===== config.mk =====
export PLATFORM = sky130hd
export DESIGN_NAME = pwc_top
export DESIGN_NICKNAME = d
export VERILOG_FILES = /design/src/include/pwc_pkg.sv /design/src/design/pwc_top.sv /design/src/design/pwc_src_sync.sv /design/src/design/pwc_prescaler.sv
export VERILOG_INCLUDE_DIRS = /design/src /design/src/include
export SDC_FILE = /design/constraint.sdc
export NUM_CORES = 1
export LEC_CHECK = 0
export BUFFER_PORTS_ARGS = -buffer_cell sky130_fd_sc_hd__buf_2
export CELL_PAD_IN_SITES_DETAIL_PLACEMENT = 1
export CELL_PAD_IN_SITES_GLOBAL_PLACEMENT = 1
export CORE_MARGIN = 2
export CORE_UTILIZATION = 43
export CTS_CLUSTER_DIAMETER = 150
export CTS_CLUSTER_SIZE = 40
export DETAILED_ROUTE_END_ITERATION = 10
export HOLD_SLACK_MARGIN = 0.1
export PLACE_DENSITY = 0.78
export SLEW_MARGIN = 40
export SYNTH_ARGS = -nofsm -noshare
export SYNTH_HDL_FRONTEND = slang
export SYNTH_SLANG_ARGS = --single-unit

===== constraint.sdc =====
create_clock -name ref_clk -period 3.75 [get_ports ref_clk]
set_input_delay 0.75 -clock ref_clk [delete_from_list [all_inputs] [get_ports ref_clk]]
set_output_delay 0.75 -clock ref_clk [all_outputs]
set_load 0.03 [all_outputs]

===== src/include/pwc_cfg.svh =====
// Purpose: constants for the periodic wakeup counter
// Assumes: included by bare name by every design file
// Notes: offsets are byte addresses on a 32-bit wishbone bus
`ifndef PWC_CFG_SVH
`define PWC_CFG_SVH
`define PWC_SC_OFS 8'h00
`define PWC_CNT_OFS 8'h04
`define PWC_MOD_OFS 8'h08
`define PWC_FLAG_BIT 7
`define PWC_CS_HI 6
`define PWC_CS_LO 5
`define PWC_IE_BIT 4
`define PWC_PS_HI 3
`define PWC_PS_LO 0
`define PWC_CNT_RST 8'h00
`define PWC_MOD_RST 8'h00
`define PWC_CS_LPO 2'h0
`define PWC_CS_EXT 2'h1
`define PWC_PS_OFF 4'h0
`define PWC_DIV_ZERO 18'h00000
`define PWC_DIV_ONE 18'h00001
`define PWC_RD_ZERO 32'h00000000
`endif


===== src/include/pwc_pkg.sv =====
// Purpose: shared types of the periodic wakeup counter
// Assumes: nothing beyond the cfg header
// Notes: control fields travel as one struct
package pwc_pkg;
    typedef struct packed {
        logic [1:0] clock_select;
        logic interrupt_enable;
        logic [3:0] prescaler_select;
    } pwc_ctrl_type;

    typedef struct packed {
        logic cyc;
        logic stb;
        logic we;
        logic [7:0] adr;
        logic [3:0] sel;
        logic [31:0] dat;
    } pwc_wb_req_type;

    typedef enum logic {PWC_IDLE, PWC_ACK} pwc_bus_state_type;
endpackage


===== src/design/pwc_top.sv =====
// Purpose: periodic wakeup counter with wishbone register access
// Assumes: classic wishbone, one ack per request, 8-bit data in lane 0
// Notes: clk_en low freezes every flip-flop of the block
`timescale 1ns/1ps
`include "pwc_cfg.svh"
module pwc_top
    import pwc_pkg::*;
(
    input wire logic ref_clk,
    input wire logic rst_n,
    input wire logic clk_en,
    input wire logic low_power_osc_clock,
    input wire logic external_ref_clock,
    input wire logic internal_ref_clock,
    input wire logic wb_cyc_i,
    input wire logic wb_stb_i,
    input wire logic wb_we_i,
    input wire logic [7:0] wb_adr_i,
    input wire logic [3:0] wb_sel_i,
    input wire logic [31:0] wb_dat_i,
    output logic [31:0] wb_dat_o,
    output logic wb_ack_o,
    output logic irq_o
);
    pwc_wb_req_type req;
    pwc_bus_state_type bus_q;
    pwc_bus_state_type bus_d;
    pwc_ctrl_type ctrl_q;
    pwc_ctrl_type ctrl_d;
    pwc_ctrl_type wr_ctrl;
    logic [31:0] rdat_q;
    logic [31:0] rdat_d;
    logic [7:0] count_q;
    logic [7:0] count_d;
    logic [7:0] mod_q;
    logic [7:0] mod_d;
    logic flag_q;
    logic flag_d;
    logic irq_q;
    logic irq_d;
    logic access;
    logic commit;
    logic wr_sc;
    logic wr_mod;
    logic wr_cnt;
    logic clr;
    logic flag_set;
    logic src_rise;
    logic tick;

    function automatic logic hit(input logic [7:0] adr, input logic [7:0] ofs);
        hit = (adr == ofs);
    endfunction

    function automatic logic [31:0] sc_word(input pwc_ctrl_type c, input logic f);
        sc_word = `PWC_RD_ZERO;
        sc_word[`PWC_FLAG_BIT] = f;
        sc_word[`PWC_CS_HI:`PWC_CS_LO] = c.clock_select;
        sc_word[`PWC_IE_BIT] = c.interrupt_enable;
        sc_word[`PWC_PS_HI:`PWC_PS_LO] = c.prescaler_select;
    endfunction

    assign req = '{cyc: wb_cyc_i, stb: wb_stb_i, we: wb_we_i, adr: wb_adr_i,
        sel: wb_sel_i, dat: wb_dat_i};

    // bus answer: ack one cycle after the request; writes act on the ack edge
    assign access = req.cyc && req.stb;
    assign commit = access && (bus_q == PWC_ACK) && req.we && req.sel[0];
    assign wr_sc = commit && hit(req.adr, `PWC_SC_OFS);
    assign wr_mod = commit && hit(req.adr, `PWC_MOD_OFS);
    assign wr_cnt = commit && hit(req.adr, `PWC_CNT_OFS);

    always_comb
    begin
        wr_ctrl.clock_select = req.dat[`PWC_CS_HI:`PWC_CS_LO];
        wr_ctrl.interrupt_enable = req.dat[`PWC_IE_BIT];
        wr_ctrl.prescaler_select = req.dat[`PWC_PS_HI:`PWC_PS_LO];
    end

    always_comb
    begin
        bus_d = PWC_IDLE;
        rdat_d = rdat_q;
        case (bus_q)
            PWC_IDLE:
            begin
                if (access)
                begin
                    bus_d = PWC_ACK;
                    if (hit(req.adr, `PWC_SC_OFS))
                        rdat_d = sc_word(ctrl_q, flag_q);
                    else if (hit(req.adr, `PWC_CNT_OFS))
                        rdat_d = {24'h000000, count_q};
                    else if (hit(req.adr, `PWC_MOD_OFS))
                        rdat_d = {24'h000000, mod_q};
                    else
                        rdat_d = `PWC_RD_ZERO; // unmapped reads zero, still acked
                end
            end
            PWC_ACK: bus_d = PWC_IDLE;
            default: bus_d = PWC_IDLE;
        endcase
    end

    always_ff @(posedge ref_clk or negedge rst_n)
    begin
        if (!rst_n)
        begin
            bus_q <= PWC_IDLE;
            rdat_q <= `PWC_RD_ZERO;
        end
        else if (clk_en)
        begin
            bus_q <= bus_d;
            rdat_q <= rdat_d;
        end
    end

    assign wb_ack_o = (bus_q == PWC_ACK);
    assign wb_dat_o = rdat_q;

    // a change of either select restarts timing from zero
    assign clr = wr_mod
        || (wr_sc && (wr_ctrl.clock_select != ctrl_q.clock_select))
        || (wr_sc && (wr_ctrl.prescaler_select != ctrl_q.prescaler_select));

    pwc_src_sync u_sync (
        .ref_clk(ref_clk),
        .rst_n(rst_n),
        .clk_en(clk_en),
        .low_power_osc_clock(low_power_osc_clock),
        .external_ref_clock(external_ref_clock),
        .internal_ref_clock(internal_ref_clock),
        .clock_select(ctrl_q.clock_select),
        .src_rise(src_rise)
    );

    pwc_prescaler u_presc (
        .ref_clk(ref_clk),
        .rst_n(rst_n),
        .clk_en(clk_en),
        .clear(clr),
        .prescaler_select(ctrl_q.prescaler_select),
        .cs_lsb(ctrl_q.clock_select[0]),
        .src_rise(src_rise),
        .tick(tick)
    );

    // counter, flag and registers; a clear in the same cycle beats a tick
    always_comb
    begin
        ctrl_d = ctrl_q;
        mod_d = mod_q;
        count_d = count_q;
        flag_set = 1'b0;
        if (wr_sc)
            ctrl_d = wr_ctrl;
        if (wr_mod)
            mod_d = req.dat[7:0];
        if (clr)
            count_d = `PWC_CNT_RST;
        else if (tick)
        begin
            if (count_q == mod_q)
            begin
                count_d = `PWC_CNT_RST;
                flag_set = 1'b1;
            end
            else
                count_d = count_q + 8'h01;
        end
        flag_d = flag_q;
        if (wr_sc && req.dat[`PWC_FLAG_BIT])
            flag_d = 1'b0;
        if (flag_set)
            flag_d = 1'b1; // set wins over a same-cycle clear
        irq_d = flag_d && ctrl_d.interrupt_enable;
    end

    always_ff @(posedge ref_clk or negedge rst_n)
    begin
        if (!rst_n)
        begin
            ctrl_q.clock_select <= `PWC_CS_LPO;
            ctrl_q.interrupt_enable <= 1'b0;
            ctrl_q.prescaler_select <= `PWC_PS_OFF;
            mod_q <= `PWC_MOD_RST;
            count_q <= `PWC_CNT_RST;
            flag_q <= 1'b0;
            irq_q <= 1'b0;
        end
        else if (clk_en)
        begin
            ctrl_q <= ctrl_d;
            mod_q <= mod_d;
            count_q <= count_d;
            flag_q <= flag_d;
            irq_q <= irq_d;
        end
    end

    assign irq_o = irq_q;
endmodule


===== src/design/pwc_src_sync.sv =====
// Purpose: select counter clock source and bring its rising edge into ref_clk
// Assumes: source clocks are slower than half of ref_clk
// Notes: a glitch at a source switch reaches src_rise two cycles after the switch clears counts, so it can be counted
`timescale 1ns/1ps
`include "pwc_cfg.svh"
module pwc_src_sync
    import pwc_pkg::*;
(
    input wire logic ref_clk,
    input wire logic rst_n,
    input wire logic clk_en,
    input wire logic low_power_osc_clock,
    input wire logic external_ref_clock,
    input wire logic internal_ref_clock,
    input wire logic [1:0] clock_select,
    output logic src_rise
);
    logic sel_src;
    logic meta_q;
    logic stab_q;
    logic last_q;

    always_comb
    begin
        case (clock_select)
            `PWC_CS_LPO: sel_src = low_power_osc_clock;
            `PWC_CS_EXT: sel_src = external_ref_clock;
            default: sel_src = internal_ref_clock;
        endcase
    end

    // edge taken from second and third stages only
    always_ff @(posedge ref_clk or negedge rst_n)
    begin
        if (!rst_n)
        begin
            meta_q <= 1'b0;
            stab_q <= 1'b0;
            last_q <= 1'b0;
        end
        else if (clk_en)
        begin
            meta_q <= sel_src;
            stab_q <= meta_q;
            last_q <= stab_q;
        end
    end

    assign src_rise = stab_q & ~last_q;
endmodule


===== src/design/pwc_prescaler.sv =====
// Purpose: binary or decimal prescaler of the selected source edges
// Assumes: src_rise is a one-cycle pulse per source period
// Notes: tick is combinational, one cycle, at the last edge of a period
`timescale 1ns/1ps
`include "pwc_cfg.svh"
module pwc_prescaler
    import pwc_pkg::*;
(
    input wire logic ref_clk,
    input wire logic rst_n,
    input wire logic clk_en,
    input wire logic clear,
    input wire logic [3:0] prescaler_select,
    input wire logic cs_lsb,
    input wire logic src_rise,
    output logic tick
);
    logic [17:0] cnt_q;
    logic [17:0] cnt_d;
    logic [17:0] ratio;

    function automatic logic [17:0] div_ratio(input logic lsb, input logic [3:0] ps);
        logic [4:0] key;
        key = {lsb, ps};
        case (key)
            5'h01: div_ratio = 18'h00008;
            5'h02: div_ratio = 18'h00020;
            5'h03: div_ratio = 18'h00040;
            5'h04: div_ratio = 18'h00080;
            5'h05: div_ratio = 18'h00100;
            5'h06: div_ratio = 18'h00200;
            5'h07: div_ratio = 18'h00400;
            5'h08: div_ratio = 18'h00001;
            5'h09: div_ratio = 18'h00002;
            5'h0A: div_ratio = 18'h00004;
            5'h0B: div_ratio = 18'h0000A;
            5'h0C: div_ratio = 18'h00010;
            5'h0D: div_ratio = 18'h00064;
            5'h0E: div_ratio = 18'h001F4;
            5'h0F: div_ratio = 18'h003E8;
            5'h11: div_ratio = 18'h00400;
            5'h12: div_ratio = 18'h00800;
            5'h13: div_ratio = 18'h01000;
            5'h14: div_ratio = 18'h02000;
            5'h15: div_ratio = 18'h04000;
            5'h16: div_ratio = 18'h08000;
            5'h17: div_ratio = 18'h10000;
            5'h18: div_ratio = 18'h003E8;
            5'h19: div_ratio = 18'h007D0;
            5'h1A: div_ratio = 18'h01388;
            5'h1B: div_ratio = 18'h02710;
            5'h1C: div_ratio = 18'h04E20;
            5'h1D: div_ratio = 18'h0C350;
            5'h1E: div_ratio = 18'h186A0;
            5'h1F: div_ratio = 18'h30D40;
            default: div_ratio = `PWC_DIV_ZERO;
        endcase
    endfunction

    assign ratio = div_ratio(cs_lsb, prescaler_select);
    assign tick = (prescaler_select != `PWC_PS_OFF) && src_rise
        && (cnt_q == ratio - `PWC_DIV_ONE);

    always_comb
    begin
        cnt_d = cnt_q;
        if (clear || prescaler_select == `PWC_PS_OFF)
            cnt_d = `PWC_DIV_ZERO;
        else if (tick)
            cnt_d = `PWC_DIV_ZERO;
        else if (src_rise)
            cnt_d = cnt_q + `PWC_DIV_ONE;
    end

    always_ff @(posedge ref_clk or negedge rst_n)
    begin
        if (!rst_n)
            cnt_q <= `PWC_DIV_ZERO;
        else if (clk_en)
            cnt_q <= cnt_d;
    end
endmodule


## Yosys cells after proc, flatten, opt, wreduce, memory -nomap -nowiden

Memory sizes are Yosys's and may differ from the RTL's.
Index checks and enable logic that the tools add are counted.

| storage, ports and cells | value |
|---|---|
| output and inout port bits | 34 |
| flip-flop bits (word level) | 79 |
| logic and storage cells | 71 |
| memories | 1 |
| ROM bits | 576 |

| operators by class | value |
|---|---|
| multiplexer cells | 18 |
| reduce and logical (&&, ||, !) cells | 26 |
| $add $sub $neg | 3 |
| equality and inequality tests | 7 |
| bitwise operators | 3 |

Memory list:

| name | depth | bits a word | rd ports | clocked after Yosys merged registers in | wr ports | line | text |
|---|---|---|---|---|---|---|---|
| (no name shown) | 32 | 18 | 1 | 0 | 0 | pwc_prescaler.sv:25 | `case (key)` |

Operators by type and width:

| cell | count |
|---|---|
| $mux W18 | 3 |
| $mux W8 | 6 |
| $add A18 B1 Y18 const B | 1 |
| $eq A18 B18 Y1 | 1 |
| $sub A18 B1 Y18 const B | 1 |
| $logic_and A1 B1 Y1 | 12 |
| $add A8 B1 Y8 const B | 1 |
| $eq A8 B3 Y1 const B | 1 |
| $eq A8 B4 Y1 const B | 1 |
| $eq A8 B8 Y1 | 1 |
| $logic_not A8 Y1 | 1 |
| $reduce_and A2 Y1 | 4 |
| $mux W1 | 6 |
| $mux W5 | 1 |
| $logic_not A4 Y1 | 1 |
| $ne A4 B4 Y1 | 1 |
| $pmux W1 S2 | 2 |
| $reduce_bool A4 Y1 | 1 |
| $logic_or A1 B1 Y1 | 3 |
| $reduce_and A3 Y1 | 1 |
| $reduce_bool A3 Y1 | 1 |
| $eq A2 B1 Y1 const B | 1 |
| $logic_not A2 Y1 | 1 |
| $ne A2 B2 Y1 | 1 |
| other kinds (3) | 4 |

## Longest topological paths before layout

Gate-level depths: netlist of run 1.

| logic depth | value |
|---|---|
| word-level depth | 11 |
| mapped depth | 16 |
| depth with buffers taken out | 13 |

## Cells and area by module

A second synthesis of run 1 with hierarchy kept.

| second synthesis, totals | value |
|---|---|
| cell total of the unflattened synthesis | 510 |
| area, all modules | 4,489.3 µm² |

By module, submodules not included:

| module | instances | area an instance (µm²) | cells an instance |
|---|---|---|---|
| pwc_prescaler | 1 | 2,225.9 | 285 |
| pwc_top | 1 | 2,124.5 | 214 |
| pwc_src_sync | 1 | 138.9 | 11 |

## Least setup slack after synthesis of run 1

No wires, ideal clock.

| timing path | value |
|---|---|
| path type | register to register |
| from | register ctrl_q[0] (netlist name) |
| to | register count_q[6] |
| library setup time | 0.082 ns |
| arrival time | 3.233 ns |
| setup slack | 0.436 ns |
| period minus slack after synthesis | 3.314 ns |
| cell stages (with the launch flop) | 15 |
| path through | dfrtp_1 -> buf_2 -> inv_1 -> ha_1 -> nand2_1 -> ha_1 -> nor4_1 -> nor2_1 -> or4b_1 -> o211a_1 -> nor2_1 -> o2111ai_1 -> nor4_4 -> a41oi_1 -> a31oi_1 |

| on the way | value |
|---|---|
| longest elaborated chain between the ends | 6 |
| elaborated cells on any way between the ends | 12 |
| those cells by class | 1 x add/sub; 2 x eq/ne; 1 x mux; 7 x reduce/logical; 1 x memory |

Ends and longest elaborated chain:

| what | line | text |
|---|---|---|
| $mem_v2 Z32 W18 | n/a |  |
| $sub A18 B1 Y18 (no source line) | n/a |  |
| $eq A18 B18 Y1 (no source line) | n/a |  |
| $logic_and A1 B1 Y1 | pwc_prescaler.sv:61 | `` assign tick = (prescaler_select != `PWC_PS_OFF) && src_rise `` |
| $reduce_bool A2 Y1 (no source line) | n/a |  |
| $reduce_and A2 Y1 (no source line) | n/a |  |
| end signal, assigned | pwc_top.sv:188 | `` count_q <= `PWC_CNT_RST; `` |
| end signal, assigned | pwc_top.sv:196 | `count_q <= count_d;` |
| end, declared | pwc_top.sv:33 | `logic [7:0] count_q;` |

Several ways; a longest one is shown, not always the timed one.
A chain may end at the register's enable or synchronous reset.

## Final worst setup path of run 1

| timing path | value |
|---|---|
| from | register ctrl_q[1] (netlist name) |
| to | register count_q[6] |

| on the way | value |
|---|---|
| longest elaborated chain between the ends | 6 |
| elaborated cells on any way between the ends | 12 |
| those cells by class | 1 x add/sub; 2 x eq/ne; 1 x mux; 7 x reduce/logical; 1 x memory |

Ends and longest elaborated chain:

| what | line |
|---|---|
| $mem_v2 Z32 W18 | n/a |
| $sub A18 B1 Y18 (no source line) | n/a |
| $eq A18 B18 Y1 (no source line) | n/a |
| $logic_and A1 B1 Y1 | pwc_prescaler.sv:61 |
| $reduce_bool A2 Y1 (no source line) | n/a |
| $reduce_and A2 Y1 (no source line) | n/a |

Several ways; a longest one is shown, not always the timed one.

==> results of run 1 <==
[synthesized netlist by cell type, drive strengths merged, types with 14 or more instances]
library cell	number
mux2	20
nand2	44
inv	15
dfrtp	55
a21oi	19
nand2b	15
nand3	21
buf	38
xnor2	27
nor2	49
xor2	24
o21ai	14
[metal layers]
metal | up-vias | wire, µm | GRT usage
li1 | 1882 | - | -
met2 | 81 | 6090 | 0.374
met4 | 0 | 209 | 0.0584
met5 | - | 0 | 0
met1 | 1970 | 6000 | 0.314
met3 | 13 | 472 | 0.0339
[layout make-up]
class	instances	area [µm²]	share of cell area
multi-input combinational	418	2920	0.588
sequential	55	1380	0.277
timing repair buffer	55	340	0.0685
tap	136	170	0.0343
clock buffer	6	82.6	0.0166
inverter	15	56.3	0.0113
clock inverter	2	16.3	0.00328
[cells by family after synthesis]
kind of cell	Yosys count
and+or+nand+nor	211
AOI/OAI and AO/OA	95
buffers and inverters	64
DFF	55
xor gates and xnor gates	51
muxes	29
adders and majority gates	8
other	1
[layout by cell type (no fill, tap or decap), types with 9 or more instances in the layout]
| cell type | n |
|---|---|
| nand2b_1 | 15 |
| xnor2_1 | 27 |
| o21ai_0 | 11 |
| mux2_2 | 20 |
| conb_1 | 24 |
| and3_1 | 9 |
| buf_2 | 34 |
| nor2_1 | 49 |
| xor2_1 | 24 |
| nand2_1 | 43 |
| buf_4 | 20 |
| nand4_1 | 12 |
| mux2i_1 | 9 |
| a21oi_1 | 19 |
| inv_1 | 15 |
| dfrtp_1 | 54 |
| nand3_1 | 21 |
[flip-flops by register name, summed over array words and instances (netlist names), 7 cells and up]
name,cells
u_presc.cnt_q,18
count_q,8
mod_q,8
wb_dat_o,8
ctrl_q,7
[final timing paths]
path / to / from / depth (start not counted) / slack [ns]
max in group asynchronous: mod_q[0] / rst_n / 2 / 2.70
worst max-delay path: count_q[6] / ctrl_q[1] / 12 / 0.22
worst min-delay path: u_presc.cnt_q[11] / rst_n / 1 / 0.41
min in group ref_clk: u_sync.last_q / u_sync.last_q / 1 / 0.52
worst max register to register: count_q[6] / ctrl_q[1] / 12 / 0.22
worst min register to register: u_sync.last_q / u_sync.last_q / 1 / 0.52
[power groups by stage]
stage	sequential, W	clock, W	combinational [W]
global placement	0.000640	0	0.000173
CTS	0.000631	0.000376	0.000179
detailed placement	0.000643	0	0.000177
global route	0.000633	0.000393	0.000192
floorplan	0.000677	0	0.0000957
finish	0.000631	0.000365	0.000177
[critical path, stage by stage, from the launching register on]
cell and delay (ns):
dfrtp_2 0.49, inv_1 0.15, ha_1 0.29, or4b_1 0.49, o21ai_2 0.17, nor3_4 0.10, nor3b_1 0.17, a2111o_1 0.42
nand4_1 0.15, o2111ai_1 0.22, nor4_4 0.47, a41oi_1 0.18, a31oi_1 0.16
[per-stage QoR]
step / cells / power (W) / cell area [µm²]
2_1_floorplan: 537 / 0.000773 / 4670
3_3_place_gp: 679 / 0.000813 / 4840
3_5_place_dp: 679 / 0.000821 / 4850
4_1_cts: 687 / 0.00119 / 4950
5_1_grt: 687 / 0.00122 / 4960
6_report: 687 / 0.00117 / 4960
[what timing repair did]
item                       CTS  global route
setup buffers                0             0
setup endpoints to repair    0             7
gates resized for setup      0             4
==> flow_summary_export.csv, run 1 <==
group,metric,value,unit
timing,setup_violations,0,
route,ant_nets,0,
timing,setup_tns,0,ns
power,powerDensity,236,nW/µm²
synthesis,synth_compound_area_frac,0.162,
power,pwr-share-comb,0.151,
floorplan,fp.dieH,107,µm
timing,fin_crit_sh,0.942,
timing,whs,0.406,ns
global_route,grt_pass1_vias,4112,
timing,slew_headroom,0.579,
cells_and_area,finalCoreUtilization,0.481,
power,cell_internal_pwr,0.000815,W
synthesis,ys_dominant_reg_cell,"dfrtp_1",
timing,fin_crit,3.53,ns
clock_network,htreeDepth,2,
cells_and_area,diodes,0,
timing,slew_violations,0,
synthesis,synth.area.top_cells,"dfrtp_1 (30%), xnor2_1 (5.2%), mux2_2 (4.9%)",
cells_and_area,fillers,1236,
place,place_ws,0.0859,ns
synthesis,synth-edff-count,0,
synthesis,avgSynthCellArea,8.92,µm²
critical_path,critPathLaunchType,"register",
route,drtIter0Drc,205,
clock_network,numCtsBuffers,5,
route,firstDrtPassIters,4,
clock_network,clk_pin_slew,0.11,ns
critical_path,crit_type,"reg -> reg",
floorplan,die_x,107,µm
clock_network,cts_tree,"built",
route,wirelength,12.8,mm
synthesis,synth_seq_area_share,0.300,
place,dp_hpwl,9.91,mm
outcome,status,"completed",
floorplan,fp-row-count,37,
critical_path,required,4.00,ns
global_route,grt_use_total,0.228,
timing,setup_slack,0.218,ns
synthesis,synthDominantCellAreaShare,0.300,
floorplan,dieArea,11500,µm²
global_route,antenna_found_initial,0,
clock_network,clock-root-buffer,"clkbuf_8",
synthesis,synthCells,514,
timing,fmax,0.283,GHz
power,seqPwrFrac,0.538,
synthesis,yosysTopAreaCell,"dfrtp_1",
clock_network,clk_latency,0.32,ns
power,clkPwrFrac,0.311,
flow_run,drv_cap,0,
synthesis,async_reset_ff_frac,1.00,
cells_and_area,layout.nets,611,
route,post_drt_via_cell_ratio,5.74,
timing,hold_violations,0,
synthesis,yosysUniqueCellTypes,79,
synthesis,synth_top_family_by_area,"simple AND/OR/NAND/NOR gates",
synthesis,synth_warnings,0,
global_route,grt_overflow,0,
floorplan,initial_core_util,0.444,
clock_network,cts_buffer_depth,2,
route,drc_errors,0,
power,power.leakage,2.24,nW
timing,grt_setup_unrepaired,"no",
floorplan,io_pins,87,
critical_path,critPathMaxFanout,7,
synthesis,synthMuxAreaShare,0.0687,
route,wl_per_cell,18.6,µm
power,switching_share,0.305,
power,ir_drop,232,µV
route,vias,3946,
clock_network,cts_hold_buf,0,
synthesis,synthXorXnorAreaFrac,0.0974,
place,globalplace.congestion,0.912,
power,p_sw,0.000357,W
min_path,hold_class,"in -> async",
timing,tightest_slew,0.629,ns
global_route,grt_max_degree,41,
clock_network,cts.sinks,55,
synthesis,yosys.area_share.simple,0.262,
synthesis,syn_area,4590,µm²
critical_path,crit_arrival,3.78,ns
critical_path,end_kind,"register",
timing,finClkSkew,0.0117,ns
place,io_buffers,35,
cells_and_area,syn2layout_area_growth,8.24,%
global_route,grt_pass1_wl,20.8,mm
synthesis,synth_fa_ha_area_frac,0.0218,
synthesis,synth-seq-cells,55,
cells_and_area,drive_above_1_share,0.209,
floorplan,core,10300,µm²
No activity file was read; power rests on OpenSTA's default activity.
==> run 2: changes to the inputs <==
==> constraint.sdc (replaced) <==
create_clock -name ref_clk -period 3.99 [get_ports ref_clk]
set_input_delay 0.798 -clock ref_clk [delete_from_list [all_inputs] [get_ports ref_clk]]
set_output_delay 0.798 -clock ref_clk [all_outputs]
set_load 0.03 [all_outputs]
==> flow_summary_export.csv, run 2 (synthesis results as in run 1) <==
group,metric,value,unit
global_route,grt_pass1_wl,20.3,mm
clock_network,numCtsBuffers,5,
floorplan,fp.dieH,107,µm
global_route,grt_use_total,0.221,
route,drc_errors,0,
cells_and_area,finalCoreUtilization,0.471,
floorplan,core,10300,µm²
clock_network,cts.sinks,55,
timing,finClkSkew,0.00807,ns
power,power.leakage,2.19,nW
global_route,antenna_found_initial,0,
power,powerDensity,220,nW/µm²
clock_network,cts_hold_buf,0,
global_route,grt_pass1_vias,3928,
place,dpl-instance-area,4770,µm²
route,wl_per_cell,18.6,µm
power,ir_drop,147,µV
timing,setup_tns,0,ns
flow_run,drv_cap,0,
global_route,grt_max_degree,34,
critical_path,startpoint,"ctrl_q[0]",
clock_network,cts_resized,0,
clock_network,cts_setup_buffers,0,
clock_network,clk_pin_slew,0.10,ns
power,clkPwrFrac,0.292,
critical_path,crit_end,"count_q[2]",
place,io_buffers,35,
timing,grt_setup_unrepaired,"no",
route,ant_nets,0,
critical_path,crit_type,"reg -> reg",
route,vias,3994,
critical_path,r2r_start,"ctrl_q[0]",
critical_path,crit_arrival,3.90,ns
timing,hold_violations,0,
place,place_inst,671,
critical_path,reg2reg_to,"count_q[2]",
critical_path,critPathLaunchType,"register",
cells_and_area,largest_register_ff_count,18,
clock_network,cts_buffer_depth,2,
route,wirelength,12.6,mm
place,dp_hpwl,9.87,mm
timing,setup_violations,0,
cells_and_area,syn2layout_area_growth,5.97,%
floorplan,fp-row-count,37,
cells_and_area,final_cell_mix,"dfrtp_1 (55), nor2_1 (49), nand2_1 (43)",
timing,setup_slack,0.262,ns
cells_and_area,final_common_cell,"dfrtp_1",
floorplan,die_x,107,µm
critical_path,required,4.16,ns
floorplan,initial_core_util,0.444,
power,pwr-share-comb,0.155,
timing,tightest_slew,0.602,ns
clock_network,clock-root-buffer,"clkbuf_8",
floorplan,dieArea,11500,µm²
timing,fin_crit,3.73,ns
cells_and_area,layout.nets,603,
cells_and_area,fillers,1238,
timing,fmax,0.268,GHz
critical_path,end_kind,"register",
critical_path,crit_chain,"buf_4 > ha_1 > o311a_4 > nor4_4 > a21boi_0 > nor4_1 > and4b_1 > o2111a_2 > o21a_1 > a31oi_1",
cells_and_area,regMostFlops,"u_presc.cnt_q",
outcome,status,"completed",
cells_and_area,diodes,0,
place,place_ws,0.186,ns
route,firstDrtPassIters,5,
power,p_sw,0.000323,W
critical_path,cp_slowest_cell,"nor4_4",
place,globalplace.congestion,0.927,
critical_path,r2r_slack,0.26,ns
clock_network,clk_latency,0.31,ns
critical_path,critPathMaxFanout,11,
min_path,hold_class,"in -> async",
route,drtIter0Drc,250,
global_route,grt_overflow,0,
floorplan,io_pins,87,
critical_path,reg2regPathDepth,10,
timing,slew_headroom,0.595,
route,post_drt_via_cell_ratio,5.88,
power,switching_share,0.302,
timing,fin_crit_sh,0.934,
power,seqPwrFrac,0.553,
timing,slew_violations,0,
cells_and_area,post_layout_nonfiller_instances,679,
clock_network,htreeDepth,2,
clock_network,cts_tree,"built",
power,cell_internal_pwr,0.000746,W
cells_and_area,drive_above_1_share,0.190,
cells_and_area,stdcell_area,4860,µm²
critical_path,crit_path_max_incr_delay,0.56,ns
## run 2: routing by layer
| layer | GRT usage | share of wire | vias up |
|---|---|---|---|
| met2 | 0.373 | 0.49 | 96 |
| met5 | 0 | 0 | - |
| met4 | 0.0362 | 0.0094 | 0 |
| met3 | 0.0242 | 0.034 | 14 |
| li1 | - | - | 1863 |
| met1 | 0.311 | 0.47 | 2021 |
## run 2: critical path, delay by kind of cell (launching register included)
kind                       cells  cell delay (ns)
AOI/OAI and AO/OA              5             1.48
adders and majority gates      1             0.36
buffers and inverters          1             0.22
DFF                            1             0.46
and+or+nand+nor                3             1.07
## run 2: final cells by class
type	instances	area (µm²)	share of cell area
clock buffer	6	72.6	0.0149
clock inverter	2	12.5	0.00257
inverter	15	56.3	0.0116
multi-input combinational	418	2910	0.598
sequential	55	1380	0.283
tap	136	170	0.0350
timing repair buffer	47	268	0.0551
## run 2: power groups by stage
stage / logic [W] / registers [W] / clock network (W)
after floorplan: 0.0000899 / 0.000636 / 0
after global placement: 0.000162 / 0.000601 / 0
after detailed placement: 0.000166 / 0.000603 / 0
after CTS: 0.000166 / 0.000592 / 0.000326
after global routing: 0.000180 / 0.000594 / 0.000343
final: 0.000165 / 0.000591 / 0.000312
## run 2: stage by stage
step	power, W	hold slack (ns)
after global placement	0.000763	0.481
after floorplan	0.000726	0.472
after global routing	0.00112	0.430
final	0.00107	0.419
after CTS	0.00108	0.519
after detailed placement	0.000769	0.495
## run 2: worst min path at each step
| stage | endpoint |
|---|---|
| final | u_presc.cnt_q[14] |
| after global routing | u_presc.cnt_q[14] |
| after CTS | u_sync.last_q |
| after detailed placement | u_sync.last_q |
| after global placement | u_sync.last_q |
| after floorplan | u_sync.last_q |
